## src/logic/pms_pkg.sv

```systemverilog
// shared constants, states and carriers of the pressure mat safety monitor
package pms_pkg;

    // register byte offsets
    localparam logic [3:0] PMS_CTRL_OFS = 4'h0;
    localparam logic [3:0] PMS_STATUS_OFS = 4'h4;
    localparam logic [3:0] PMS_IRQ_STAT_OFS = 4'h8;
    localparam logic [3:0] PMS_IRQ_MASK_OFS = 4'hC;

    // control register fields
    localparam int PMS_CTRL_ENABLE_BIT = 0;
    localparam int PMS_CTRL_AUTO_BIT = 1;
    localparam int PMS_CTRL_START_BIT = 2;
    localparam logic [2:0] PMS_CTRL_RST_VAL = 3'h0;

    // status register fields
    localparam int PMS_ST_READY_BIT = 0;
    localparam int PMS_ST_SAFE_BIT = 1;
    localparam int PMS_ST_DEMAND_BIT = 2;
    localparam int PMS_ST_ACKREQ_BIT = 3;
    localparam int PMS_ST_ERROR_BIT = 4;
    localparam int PMS_ST_DIAG_LSB = 16;

    // interrupt event bits
    localparam int PMS_EV_DEMAND = 0;
    localparam int PMS_EV_ERROR = 1;
    localparam int PMS_EV_ENABLED = 2;
    localparam int PMS_EV_ACKREQ = 3;
    localparam int PMS_EV_W = 4;
    localparam logic [3:0] PMS_IRQ_MASK_RST_VAL = 4'h0;

    // diagnostic words
    localparam logic [15:0] PMS_DIAG_IDLE = 16'h0000;
    localparam logic [15:0] PMS_DIAG_INIT = 16'h8001;
    localparam logic [15:0] PMS_DIAG_WAIT_IN1 = 16'h8802;
    localparam logic [15:0] PMS_DIAG_WAIT_ACK1 = 16'h8402;
    localparam logic [15:0] PMS_DIAG_WAIT_IN2 = 16'h8804;
    localparam logic [15:0] PMS_DIAG_WAIT_ACK2 = 16'h8404;
    localparam logic [15:0] PMS_DIAG_ENABLED = 16'h8000;
    localparam logic [15:0] PMS_DIAG_ERR1 = 16'hC001;
    localparam logic [15:0] PMS_DIAG_ERR2 = 16'hC011;

    // pin level seen before the first clean sample
    localparam logic PMS_MAT_RST_VAL = 1'b0;
    localparam logic PMS_BTN_RST_VAL = 1'b0;

    typedef enum logic [8:0] {
        PMS_S_IDLE = 9'h001,
        PMS_S_INIT = 9'h002,
        PMS_S_WAIT_IN1 = 9'h004,
        PMS_S_WAIT_ACK1 = 9'h008,
        PMS_S_WAIT_IN2 = 9'h010,
        PMS_S_WAIT_ACK2 = 9'h020,
        PMS_S_ENABLED = 9'h040,
        PMS_S_ERR1 = 9'h080,
        PMS_S_ERR2 = 9'h100
    } pms_state_t;

    typedef struct packed {
        logic ready;
        logic safe_enable;
        logic demand;
        logic ack_request;
        logic error;
        logic [15:0] diag;
    } pms_out_t;

endpackage

```

## src/logic/pms_sync.sv

```systemverilog
// three-stage pin synchroniser that accepts a level once two stages agree
module pms_sync #(
    parameter logic RST_VAL = 1'b0
) (
    input wire logic clk_i, // system clock
    input wire logic rst_i, // synchronous reset, high
    input wire logic pin_i, // asynchronous pin level
    output logic level_o // clean level
);
    logic s1_reg;
    logic s2_reg;
    logic s3_reg;
    logic level_reg;

    always_ff @(posedge clk_i) begin
        if (rst_i) begin
            s1_reg <= RST_VAL;
            s2_reg <= RST_VAL;
            s3_reg <= RST_VAL;
        end else begin
            s1_reg <= pin_i;
            s2_reg <= s1_reg;
            s3_reg <= s2_reg;
        end
    end

    // stage one feeds only stage two, so metastability stays put
    always_ff @(posedge clk_i) begin
        if (rst_i) begin
            level_reg <= RST_VAL;
        end else if (s2_reg == s3_reg) begin
            level_reg <= s3_reg;
        end
    end

    assign level_o = level_reg;
endmodule

```

## src/logic/pms_irq.sv

```systemverilog
// sticky event flags with write-one-to-clear, mask and level interrupt
module pms_irq #(
    parameter int W = 4
) (
    input wire logic clk_i, // system clock
    input wire logic rst_i, // synchronous reset, high
    input wire logic [W-1:0] event_i, // one-cycle event pulses
    input wire logic [W-1:0] clear_i, // one-cycle clear strobes
    input wire logic [W-1:0] mask_i, // enable per flag
    output logic [W-1:0] flags_o, // sticky flags
    output logic irq_o // level interrupt
);
    logic [W-1:0] flags_reg;

    // a new event beats a clear in the same cycle
    always_ff @(posedge clk_i) begin
        if (rst_i) begin
            flags_reg <= '0;
        end else begin
            flags_reg <= (flags_reg & ~clear_i) | event_i;
        end
    end

    assign flags_o = flags_reg;
    assign irq_o = |(flags_reg & mask_i);
endmodule

```

## src/logic/pms_monitor.sv

```systemverilog
// pressure mat safety monitor: state machine, pin inputs, wishbone regs
//
// Operation
// - mat pressed drops enable in same cycle
// - enable only with mat clear and acknowledge
// - auto option acknowledges once mat clears
// - otherwise reset rising edge re-enables output
// - start option acknowledges first start if mat already clear
// - without it first enable needs reset edge
// - block disable forces idle, highest priority
// - reset held high while waiting is error
// - error: output off, flag set, code shown
// - error cleared only after reset goes low
// - enable low means demand, high means none
// - idle: code 0000, all outputs low
// - waiting for mat: demand high, ready high
// - acknowledge request is inverse of reset
// - stuck reset codes C001 and C011 reported
//
// The register addresses and register access over Wishbone were chosen for this implementation.
module pms_monitor (
    input wire logic clk_i, // 100 MHz system clock
    input wire logic rst_i, // synchronous reset, high
    input wire logic mat_clear_in_i, // mat pin, low when pressed
    input wire logic ack_btn_i, // acknowledge (reset) pin
    input wire logic [3:0] wb_adr_i, // wishbone byte address
    input wire logic [31:0] wb_dat_i, // wishbone write data
    input wire logic [3:0] wb_sel_i, // wishbone byte lanes
    input wire logic wb_we_i, // wishbone write
    input wire logic wb_cyc_i, // wishbone cycle
    input wire logic wb_stb_i, // wishbone strobe
    output logic [31:0] wb_dat_o, // wishbone read data
    output logic wb_ack_o, // wishbone acknowledge
    output logic safe_enable_out_o, // high: enabled, no demand
    output logic ready_o, // block active
    output logic demand_flag_o, // waiting for mat to clear
    output logic ack_request_o, // acknowledge wanted
    output logic error_o, // stuck acknowledge input
    output logic [15:0] diag_word_o, // diagnostic code
    output logic irq_o // level interrupt
);

    // ------------------------------------------------------------
    // pin inputs
    // ------------------------------------------------------------
    logic mat_clear;
    logic ack_lvl;

    pms_sync #(
        .RST_VAL(pms_pkg::PMS_MAT_RST_VAL)
    ) u_mat_sync (
        .clk_i(clk_i),
        .rst_i(rst_i),
        .pin_i(mat_clear_in_i),
        .level_o(mat_clear)
    );

    pms_sync #(
        .RST_VAL(pms_pkg::PMS_BTN_RST_VAL)
    ) u_ack_sync (
        .clk_i(clk_i),
        .rst_i(rst_i),
        .pin_i(ack_btn_i),
        .level_o(ack_lvl)
    );

    // previous acknowledge sample for edge detection
    logic ack_prev_reg;
    logic ack_rise;

    always_ff @(posedge clk_i) begin
        if (rst_i) begin
            ack_prev_reg <= pms_pkg::PMS_BTN_RST_VAL;
        end else begin
            ack_prev_reg <= ack_lvl;
        end
    end

    assign ack_rise = ack_lvl & ~ack_prev_reg;

    // ------------------------------------------------------------
    // control register
    // ------------------------------------------------------------
    logic [2:0] ctrl_reg;
    logic blk_enable;
    logic auto_ack;
    logic start_auto_ack;

    assign blk_enable = ctrl_reg[pms_pkg::PMS_CTRL_ENABLE_BIT];
    assign auto_ack = ctrl_reg[pms_pkg::PMS_CTRL_AUTO_BIT];
    assign start_auto_ack = ctrl_reg[pms_pkg::PMS_CTRL_START_BIT];

    // ------------------------------------------------------------
    // state machine
    // ------------------------------------------------------------
    pms_pkg::pms_state_t state_reg;
    pms_pkg::pms_state_t state_next;

    always_comb begin
        state_next = state_reg;
        if (!blk_enable) begin
            state_next = pms_pkg::PMS_S_IDLE;
        end else begin
            case (state_reg)
                pms_pkg::PMS_S_IDLE: begin
                    state_next = pms_pkg::PMS_S_INIT;
                end
                pms_pkg::PMS_S_INIT: begin
                    if (start_auto_ack && mat_clear) begin
                        state_next = pms_pkg::PMS_S_ENABLED;
                    end else begin
                        state_next = pms_pkg::PMS_S_WAIT_IN1;
                    end
                end
                pms_pkg::PMS_S_WAIT_IN1: begin
                    if (ack_lvl) begin
                        state_next = pms_pkg::PMS_S_ERR1;
                    end else if (mat_clear) begin
                        state_next = pms_pkg::PMS_S_WAIT_ACK1;
                    end
                end
                pms_pkg::PMS_S_WAIT_ACK1: begin
                    if (!mat_clear) begin
                        state_next = pms_pkg::PMS_S_WAIT_IN1;
                    end else if (ack_rise) begin
                        state_next = pms_pkg::PMS_S_ENABLED;
                    end
                end
                pms_pkg::PMS_S_ENABLED: begin
                    if (!mat_clear) begin
                        state_next = pms_pkg::PMS_S_WAIT_IN2;
                    end
                end
                pms_pkg::PMS_S_WAIT_IN2: begin
                    if (ack_lvl) begin
                        state_next = pms_pkg::PMS_S_ERR2;
                    end else if (mat_clear) begin
                        state_next = pms_pkg::PMS_S_WAIT_ACK2;
                    end
                end
                pms_pkg::PMS_S_WAIT_ACK2: begin
                    if (!mat_clear) begin
                        state_next = pms_pkg::PMS_S_WAIT_IN2;
                    end else if (auto_ack) begin
                        state_next = pms_pkg::PMS_S_ENABLED;
                    end else if (ack_rise) begin
                        state_next = pms_pkg::PMS_S_ENABLED;
                    end
                end
                pms_pkg::PMS_S_ERR1: begin
                    if (!ack_lvl) begin
                        state_next = pms_pkg::PMS_S_WAIT_IN1;
                    end
                end
                pms_pkg::PMS_S_ERR2: begin
                    if (!ack_lvl) begin
                        state_next = pms_pkg::PMS_S_WAIT_IN2;
                    end
                end
                default: begin
                    state_next = pms_pkg::PMS_S_IDLE;
                end
            endcase
        end
    end

    always_ff @(posedge clk_i) begin
        if (rst_i) begin
            state_reg <= pms_pkg::PMS_S_IDLE;
        end else begin
            state_reg <= state_next;
        end
    end

    // ------------------------------------------------------------
    // output decode
    // ------------------------------------------------------------
    // per-state output word; enable and request are gated below
    function automatic pms_pkg::pms_out_t state_outputs(
        input pms_pkg::pms_state_t st
    );
        pms_pkg::pms_out_t o;
        o = '0;
        case (st)
            pms_pkg::PMS_S_IDLE: begin
                o.diag = pms_pkg::PMS_DIAG_IDLE;
            end
            pms_pkg::PMS_S_INIT: begin
                o.ready = 1'b1;
                o.diag = pms_pkg::PMS_DIAG_INIT;
            end
            pms_pkg::PMS_S_WAIT_IN1: begin
                o.ready = 1'b1;
                o.demand = 1'b1;
                o.diag = pms_pkg::PMS_DIAG_WAIT_IN1;
            end
            pms_pkg::PMS_S_WAIT_ACK1: begin
                o.ready = 1'b1;
                o.ack_request = 1'b1;
                o.diag = pms_pkg::PMS_DIAG_WAIT_ACK1;
            end
            pms_pkg::PMS_S_WAIT_IN2: begin
                o.ready = 1'b1;
                o.demand = 1'b1;
                o.diag = pms_pkg::PMS_DIAG_WAIT_IN2;
            end
            pms_pkg::PMS_S_WAIT_ACK2: begin
                o.ready = 1'b1;
                o.ack_request = 1'b1;
                o.diag = pms_pkg::PMS_DIAG_WAIT_ACK2;
            end
            pms_pkg::PMS_S_ENABLED: begin
                o.ready = 1'b1;
                o.safe_enable = 1'b1;
                o.diag = pms_pkg::PMS_DIAG_ENABLED;
            end
            pms_pkg::PMS_S_ERR1: begin
                o.ready = 1'b1;
                o.error = 1'b1;
                o.diag = pms_pkg::PMS_DIAG_ERR1;
            end
            pms_pkg::PMS_S_ERR2: begin
                o.ready = 1'b1;
                o.error = 1'b1;
                o.diag = pms_pkg::PMS_DIAG_ERR2;
            end
            default: begin
                o = '0;
            end
        endcase
        return o;
    endfunction

    pms_pkg::pms_out_t outs;

    assign outs = state_outputs(state_reg);

    // gating with the live mat level removes the state latency, so the
    // enable falls in the very cycle the mat is seen pressed
    assign safe_enable_out_o = outs.safe_enable & mat_clear & blk_enable;
    assign ack_request_o = outs.ack_request & ~ack_lvl;
    assign ready_o = outs.ready;
    assign demand_flag_o = outs.demand;
    assign error_o = outs.error;
    assign diag_word_o = outs.diag;

    // ------------------------------------------------------------
    // events for the interrupt block
    // ------------------------------------------------------------
    logic safe_prev_reg;
    logic err_prev_reg;
    logic req_prev_reg;
    logic [pms_pkg::PMS_EV_W-1:0] events;

    always_ff @(posedge clk_i) begin
        if (rst_i) begin
            safe_prev_reg <= 1'b0;
            err_prev_reg <= 1'b0;
            req_prev_reg <= 1'b0;
        end else begin
            safe_prev_reg <= safe_enable_out_o;
            err_prev_reg <= error_o;
            req_prev_reg <= ack_request_o;
        end
    end

    always_comb begin
        events = '0;
        events[pms_pkg::PMS_EV_DEMAND] = safe_prev_reg & ~safe_enable_out_o;
        events[pms_pkg::PMS_EV_ERROR] = error_o & ~err_prev_reg;
        events[pms_pkg::PMS_EV_ENABLED] = safe_enable_out_o & ~safe_prev_reg;
        events[pms_pkg::PMS_EV_ACKREQ] = ack_request_o & ~req_prev_reg;
    end

    // ------------------------------------------------------------
    // wishbone slave, one wait state, registered read data
    // ------------------------------------------------------------
    logic ack_reg;
    logic [31:0] rdat_reg;
    logic [pms_pkg::PMS_EV_W-1:0] mask_reg;
    logic [pms_pkg::PMS_EV_W-1:0] irq_flags;
    logic [pms_pkg::PMS_EV_W-1:0] irq_clear;
    logic bus_req;
    logic wr_done;

    assign bus_req = wb_cyc_i & wb_stb_i;
    // writes land on the edge where the master sees ack
    assign wr_done = bus_req & ack_reg & wb_we_i & wb_sel_i[0];

    always_ff @(posedge clk_i) begin
        if (rst_i) begin
            ack_reg <= 1'b0;
        end else begin
            ack_reg <= bus_req & ~ack_reg;
        end
    end

    always_ff @(posedge clk_i) begin
        if (rst_i) begin
            rdat_reg <= 32'h0;
        end else if (bus_req && !ack_reg) begin
            rdat_reg <= 32'h0;
            case (wb_adr_i)
                pms_pkg::PMS_CTRL_OFS: begin
                    rdat_reg[2:0] <= ctrl_reg;
                end
                pms_pkg::PMS_STATUS_OFS: begin
                    rdat_reg[pms_pkg::PMS_ST_READY_BIT] <= ready_o;
                    rdat_reg[pms_pkg::PMS_ST_SAFE_BIT] <= safe_enable_out_o;
                    rdat_reg[pms_pkg::PMS_ST_DEMAND_BIT] <= demand_flag_o;
                    rdat_reg[pms_pkg::PMS_ST_ACKREQ_BIT] <= ack_request_o;
                    rdat_reg[pms_pkg::PMS_ST_ERROR_BIT] <= error_o;
                    rdat_reg[pms_pkg::PMS_ST_DIAG_LSB +: 16] <= diag_word_o;
                end
                pms_pkg::PMS_IRQ_STAT_OFS: begin
                    rdat_reg[pms_pkg::PMS_EV_W-1:0] <= irq_flags;
                end
                pms_pkg::PMS_IRQ_MASK_OFS: begin
                    rdat_reg[pms_pkg::PMS_EV_W-1:0] <= mask_reg;
                end
                default: begin
                    rdat_reg <= 32'h0;
                end
            endcase
        end
    end

    always_ff @(posedge clk_i) begin
        if (rst_i) begin
            ctrl_reg <= pms_pkg::PMS_CTRL_RST_VAL;
        end else if (wr_done && wb_adr_i == pms_pkg::PMS_CTRL_OFS) begin
            ctrl_reg <= wb_dat_i[2:0];
        end
    end

    always_ff @(posedge clk_i) begin
        if (rst_i) begin
            mask_reg <= pms_pkg::PMS_IRQ_MASK_RST_VAL;
        end else if (wr_done && wb_adr_i == pms_pkg::PMS_IRQ_MASK_OFS) begin
            mask_reg <= wb_dat_i[pms_pkg::PMS_EV_W-1:0];
        end
    end

    always_comb begin
        irq_clear = '0;
        if (wr_done && wb_adr_i == pms_pkg::PMS_IRQ_STAT_OFS) begin
            irq_clear = wb_dat_i[pms_pkg::PMS_EV_W-1:0];
        end
    end

    pms_irq #(
        .W(pms_pkg::PMS_EV_W)
    ) u_irq (
        .clk_i(clk_i),
        .rst_i(rst_i),
        .event_i(events),
        .clear_i(irq_clear),
        .mask_i(mask_reg),
        .flags_o(irq_flags),
        .irq_o(irq_o)
    );

    assign wb_ack_o = ack_reg;
    assign wb_dat_o = rdat_reg;

endmodule

```

## config.mk

```make
export PLATFORM = sky130hd
export DESIGN_NAME = pms_monitor
export DESIGN_NICKNAME = d
export VERILOG_FILES = /design/src/logic/pms_pkg.sv /design/src/logic/pms_sync.sv /design/src/logic/pms_irq.sv /design/src/logic/pms_monitor.sv
export SDC_FILE = /design/constraint.sdc
export NUM_CORES = 1
export LEC_CHECK = 0
export CAP_MARGIN = 40
export CORE_MARGIN = 2
export CORE_UTILIZATION = 35
export CTS_CLUSTER_DIAMETER = 30
export CTS_CLUSTER_SIZE = 28
export DETAILED_ROUTE_END_ITERATION = 8
export DONT_BUFFER_PORTS = 1
export PLACE_DENSITY = 0.54
export SLEW_MARGIN = 20
export SYNTH_ARGS = -nofsm -noshare
export SYNTH_HDL_FRONTEND = slang
export SYNTH_SLANG_ARGS = --single-unit
```

## constraint.sdc

```tcl
create_clock -name clk_i -period 2.51 [get_ports clk_i]
set_clock_uncertainty 0.05 [all_clocks]
set_input_delay 0.502 -clock clk_i [delete_from_list [all_inputs] [get_ports clk_i]]
set_output_delay 0.502 -clock clk_i [all_outputs]
set_load 0.02 [all_outputs]
```

==> results.md <==
Critical path:
- The kind of capture point of the worst setup path is a primary output.
- In this run the critical register-to-register path is launched from state_reg[1].
- STA puts the critical path data arrival time at 1870 ps.
- Of all nets on the critical path, the largest fanout is 10.
- The worst setup path is of the reg2out kind.
- The required time at the worst-slack endpoint is 1960 ps.
- The worst setup path is launched from a flop.
- The endpoint of the most critical register-to-register path is state_reg[3].
- The number of cells on the worst reg-to-reg path is 7.
- The slack of the worst reg-to-reg path is 370 ps.

Job:
- The number of maximum-capacitance constraint violations is 0.

Route:
- The average wire per standard cell is 14.7 um.
- The final route contains 2,061 vias.
- For this block, the initial DRC count from the detailed router was 116.
- Wires add up to 5.91 mm.
- The post-route antenna net violation count is 0.
- The detailed-routing iteration count for the pre-antenna-repair pass is 4.
- The number of vias per cell after detailed routing is 5.14.
- The remaining design rule violation count is 0.

Place:
- The global placer's final weighted congestion is 0.865.
- The number of buffer cells added on primary ports is 0.
- Detailed placement ended at an HPWL of 4.40 mm.
- Counting tap cells, the placed design contains a total of 391 instances.

Finish:
- In the final layout, the share of cells above drive strength 1 is 14.4%.
- The total number of nets in the final design is 351.
- The sequential cells in the finished layout cover a total of 921 sq um.
- The total inserted antenna cells is 0.
- The area growth from synthesis to layout is 6.43%.
- The register with the most flip-flops in the layout has 13 of them.
- The multi-input combinational cells in the finished layout cover a total of 1350 sq um.
- Once layout is complete, the cells apart from fillers number 401.
- The filler cells instantiated in the layout total 743.

Synthesis:
- For this run, the number of Yosys warnings is 0.
- The register area share after synthesis is 37.0%.
- Counting every instance in the synthesized netlist gives 299.
- Ranked by total cell area, the synthesized netlist is headed by dfxtp_1 (37%), buf_4 (8.1%), nor2_1 (5.1%), mux2i_1 (3.6%), nand2_1 (3.5%).
- Counting flops with a built-in enable in the synthesized netlist gives 0.
- Counting distinct cell types in the post-synthesis netlist gives 58.
- For this run, asynchronously set or reset flops after synthesis account for 0%.
- After synthesis the netlist holds a flip-flop and latch count of 46.
- The most area-hungry cell type in the Yosys netlist is dfxtp_1.
- Averaged over all synthesized cells, the footprint is 8.33 sq um.
- The post-synthesis cell area is 2490 sq um.
- The area share of the largest cell type after synthesis is 37.0%.
- The most used flip-flop cell after synthesis is dfxtp_1.

Die:
- The number of placement rows is 30.
- In this run the standard cell core region covers 6830 sq um.
- The width of the die is 88.4 um.
- The die covers 7810 sq um.
- The top-level I/O count is 102.
- The vertical die dimension is 88.4 um.
- The starting utilization of the core area is 36.5%.

Clock network:
- The number of buffers on the longest clock path is 2.
- Buffers inserted to repair hold after CTS numbered 0.
- After clock tree synthesis, the clock-pin slew on the worst setup and hold paths is 90 ps.
- The clock latency on the worst-skew pair is 300 ps.
- The total clock buffers created by CTS is 5.
- The master cell of the clock root buffer is clkbuf_8.
- The clock drives 46 sinks.
- The TritonCTS clock tree is done.
- The H-tree was split into 2 levels.

Timing:
- Static timing analysis puts the maximum clock frequency at 0.412 GHz.
- Setup repair after global routing left no endpoint under its margin.
- The final total negative setup slack is 0 ps.
- The count of final max-slew check failures is 0.
- The routed design could run at a clock period as short as 2430 ps.
- The post-route fraction of the period consumed by the critical path is 96.7%.
- The final number of setup-violating endpoints is 0.
- The measured slew at the worst slew-check pin is 518 ps.
- In this run the tightest slew margin relative to its limit is 65.2%.
- Hold timing on the final database bottoms out at a slack of 221 ps.
- The number of hold violations in the final report is 0.

GRT:
- The initial antenna violation count was 0.
- The final global-route overflow total is 0.
- The maximum number of pins on one net before global-route repair is 39.
- Global routing consumed, over all layers together, 15.3% of the routing resources.
- The via count of the first global-routing pass came to 1,821.
- The first global-routing pass estimated 9.40 mm of wire.

Hold path:
- The path with the worst hold slack has its endpoint at u_irq.flags_o[1].
- The source of the worst hold timing path is rst_i.
- Counting instances, the worst hold path has a depth of 1.
- The class of the worst hold path is in2reg.

Outcome:
- The flow ran to the end, and the final reports show no timing, DRC or antenna violations.

Pwr:
- Power spread over the standard cell area amounts to 481 nW/um^2.
- The worst ir drop on vdd is 0.000410 V.
- The leakage power summed over all cells is 1.02 nW.
==> layer usage <==
layer	up-vias	part of all wire [%]	track usage [%]
met4	0	1.1	2.89
met5	-	0	0
met2	87	45	23.7
li1	1000	-	-
met3	9	8.5	3.73
met1	965	45	21.9
==> cell type report <==
type | count | share of cell area [%]
Clock inverter | 2 | 0.472
Timing Repair Buffer | 16 | 4.53
Sequential cell | 46 | 34.7
Clock buffer | 6 | 3.11
Multi-Input combinational cell | 224 | 51.1
Tap cell | 96 | 4.53
Inverter | 11 | 1.56
==> where the power goes <==
| part | switching [W] | internal, W | total [W] |
|---|---|---|---|
| Sequential | 0.00000680 | 0.000736 | 0.000742 |
| Clock | 0.000254 | 0.000222 | 0.000476 |
| Combinational | 0.0000483 | 0.00000956 | 0.0000579 |
| Total | 0.000309 | 0.000967 | 0.00128 |
==> through the flow <==
stage	util (%)	area (sq um)	setup WS (ps)	total power [W]
2_1_floorplan	-	2590	172	0.000856
3_3_place_gp	37.0	2530	368	0.000816
3_5_place_dp	37.0	2530	379	0.000817
4_1_cts	38.4	2620	38.3	0.00129
5_1_grt	38.8	2650	8.57	0.00133
6_report	38.8	2650	83.2	0.00128
==> kinds of logic (layout without fill, tap and decap cells) <==
logic type	after synthesis	in the layout	share of synthesized area (%)
compound gates	58	58	16.0
xor+xnor	7	7	2.46
buf+inv	55	35	13.1
flops	46	46	37.0
mux	10	10	4.07
other cells	1	27	0.151
simple gates	122	122	27.2
==> cell usage in the layout (no fill, tap or decap), types with 2 or more instances in the layout <==
master	count
nand3b_1	2
or2_2	3
o31ai_1	2
nor2_1	34
and3_1	2
mux2i_1	9
buf_4	16
xor2_1	5
nor3_1	7
clkbuf_8	6
a211oi_1	4
xnor2_1	2
nand2b_1	2
o21ai_1	3
a21oi_1	14
nand4_1	3
o21ai_0	8
nor4_1	2
nand3_1	15
nand2_1	23
inv_1	8
a22oi_1	7
inv_2	3
dfxtp_1	46
a21oi_2	2
a2bb2oi_1	4
o211ai_1	3
or4_1	2
nor4_4	2
conb_1	27
nor2b_1	12
==> synthesized netlist by cell type, drive strengths merged (4+ instances only) <==
cell / number
a211oi: 5
a21oi: 16
a22oi: 7
a2bb2oi: 4
buf: 39
clkbuf: 5
dfxtp: 46
inv: 11
mux2i: 9
nand2: 23
nand3: 15
nor2: 34
nor2b: 12
nor3: 8
nor4: 5
o21ai: 12
xor2: 5
==> timing repair <==
action,CTS,global route
gates resized for setup,0,2
setup endpoints to repair,0,6
buffers inserted,0,2
==> critical path: stages (launching register included) <==
cell and delay, ps:
dfxtp_1 470, nor3_4 320, nand3b_1 190, a211oi_2 340
buf_4 250
==> how the worst max path moves through the flow <==
stage	end	from	depth (start not counted)	slack [ps]
detailed placement	diag_word_o[11]	state_reg[0]	3	380
global placement	diag_word_o[11]	state_reg[0]	3	370
floorplan	diag_word_o[11]	state_reg[8]	3	170
finish	diag_word_o[0]	state_reg[5]	4	80
global route	ack_request_o	state_reg[0]	5	9
CTS	diag_word_o[11]	state_reg[0]	3	40
Note: power is estimated with default switching activity, not from simulation.
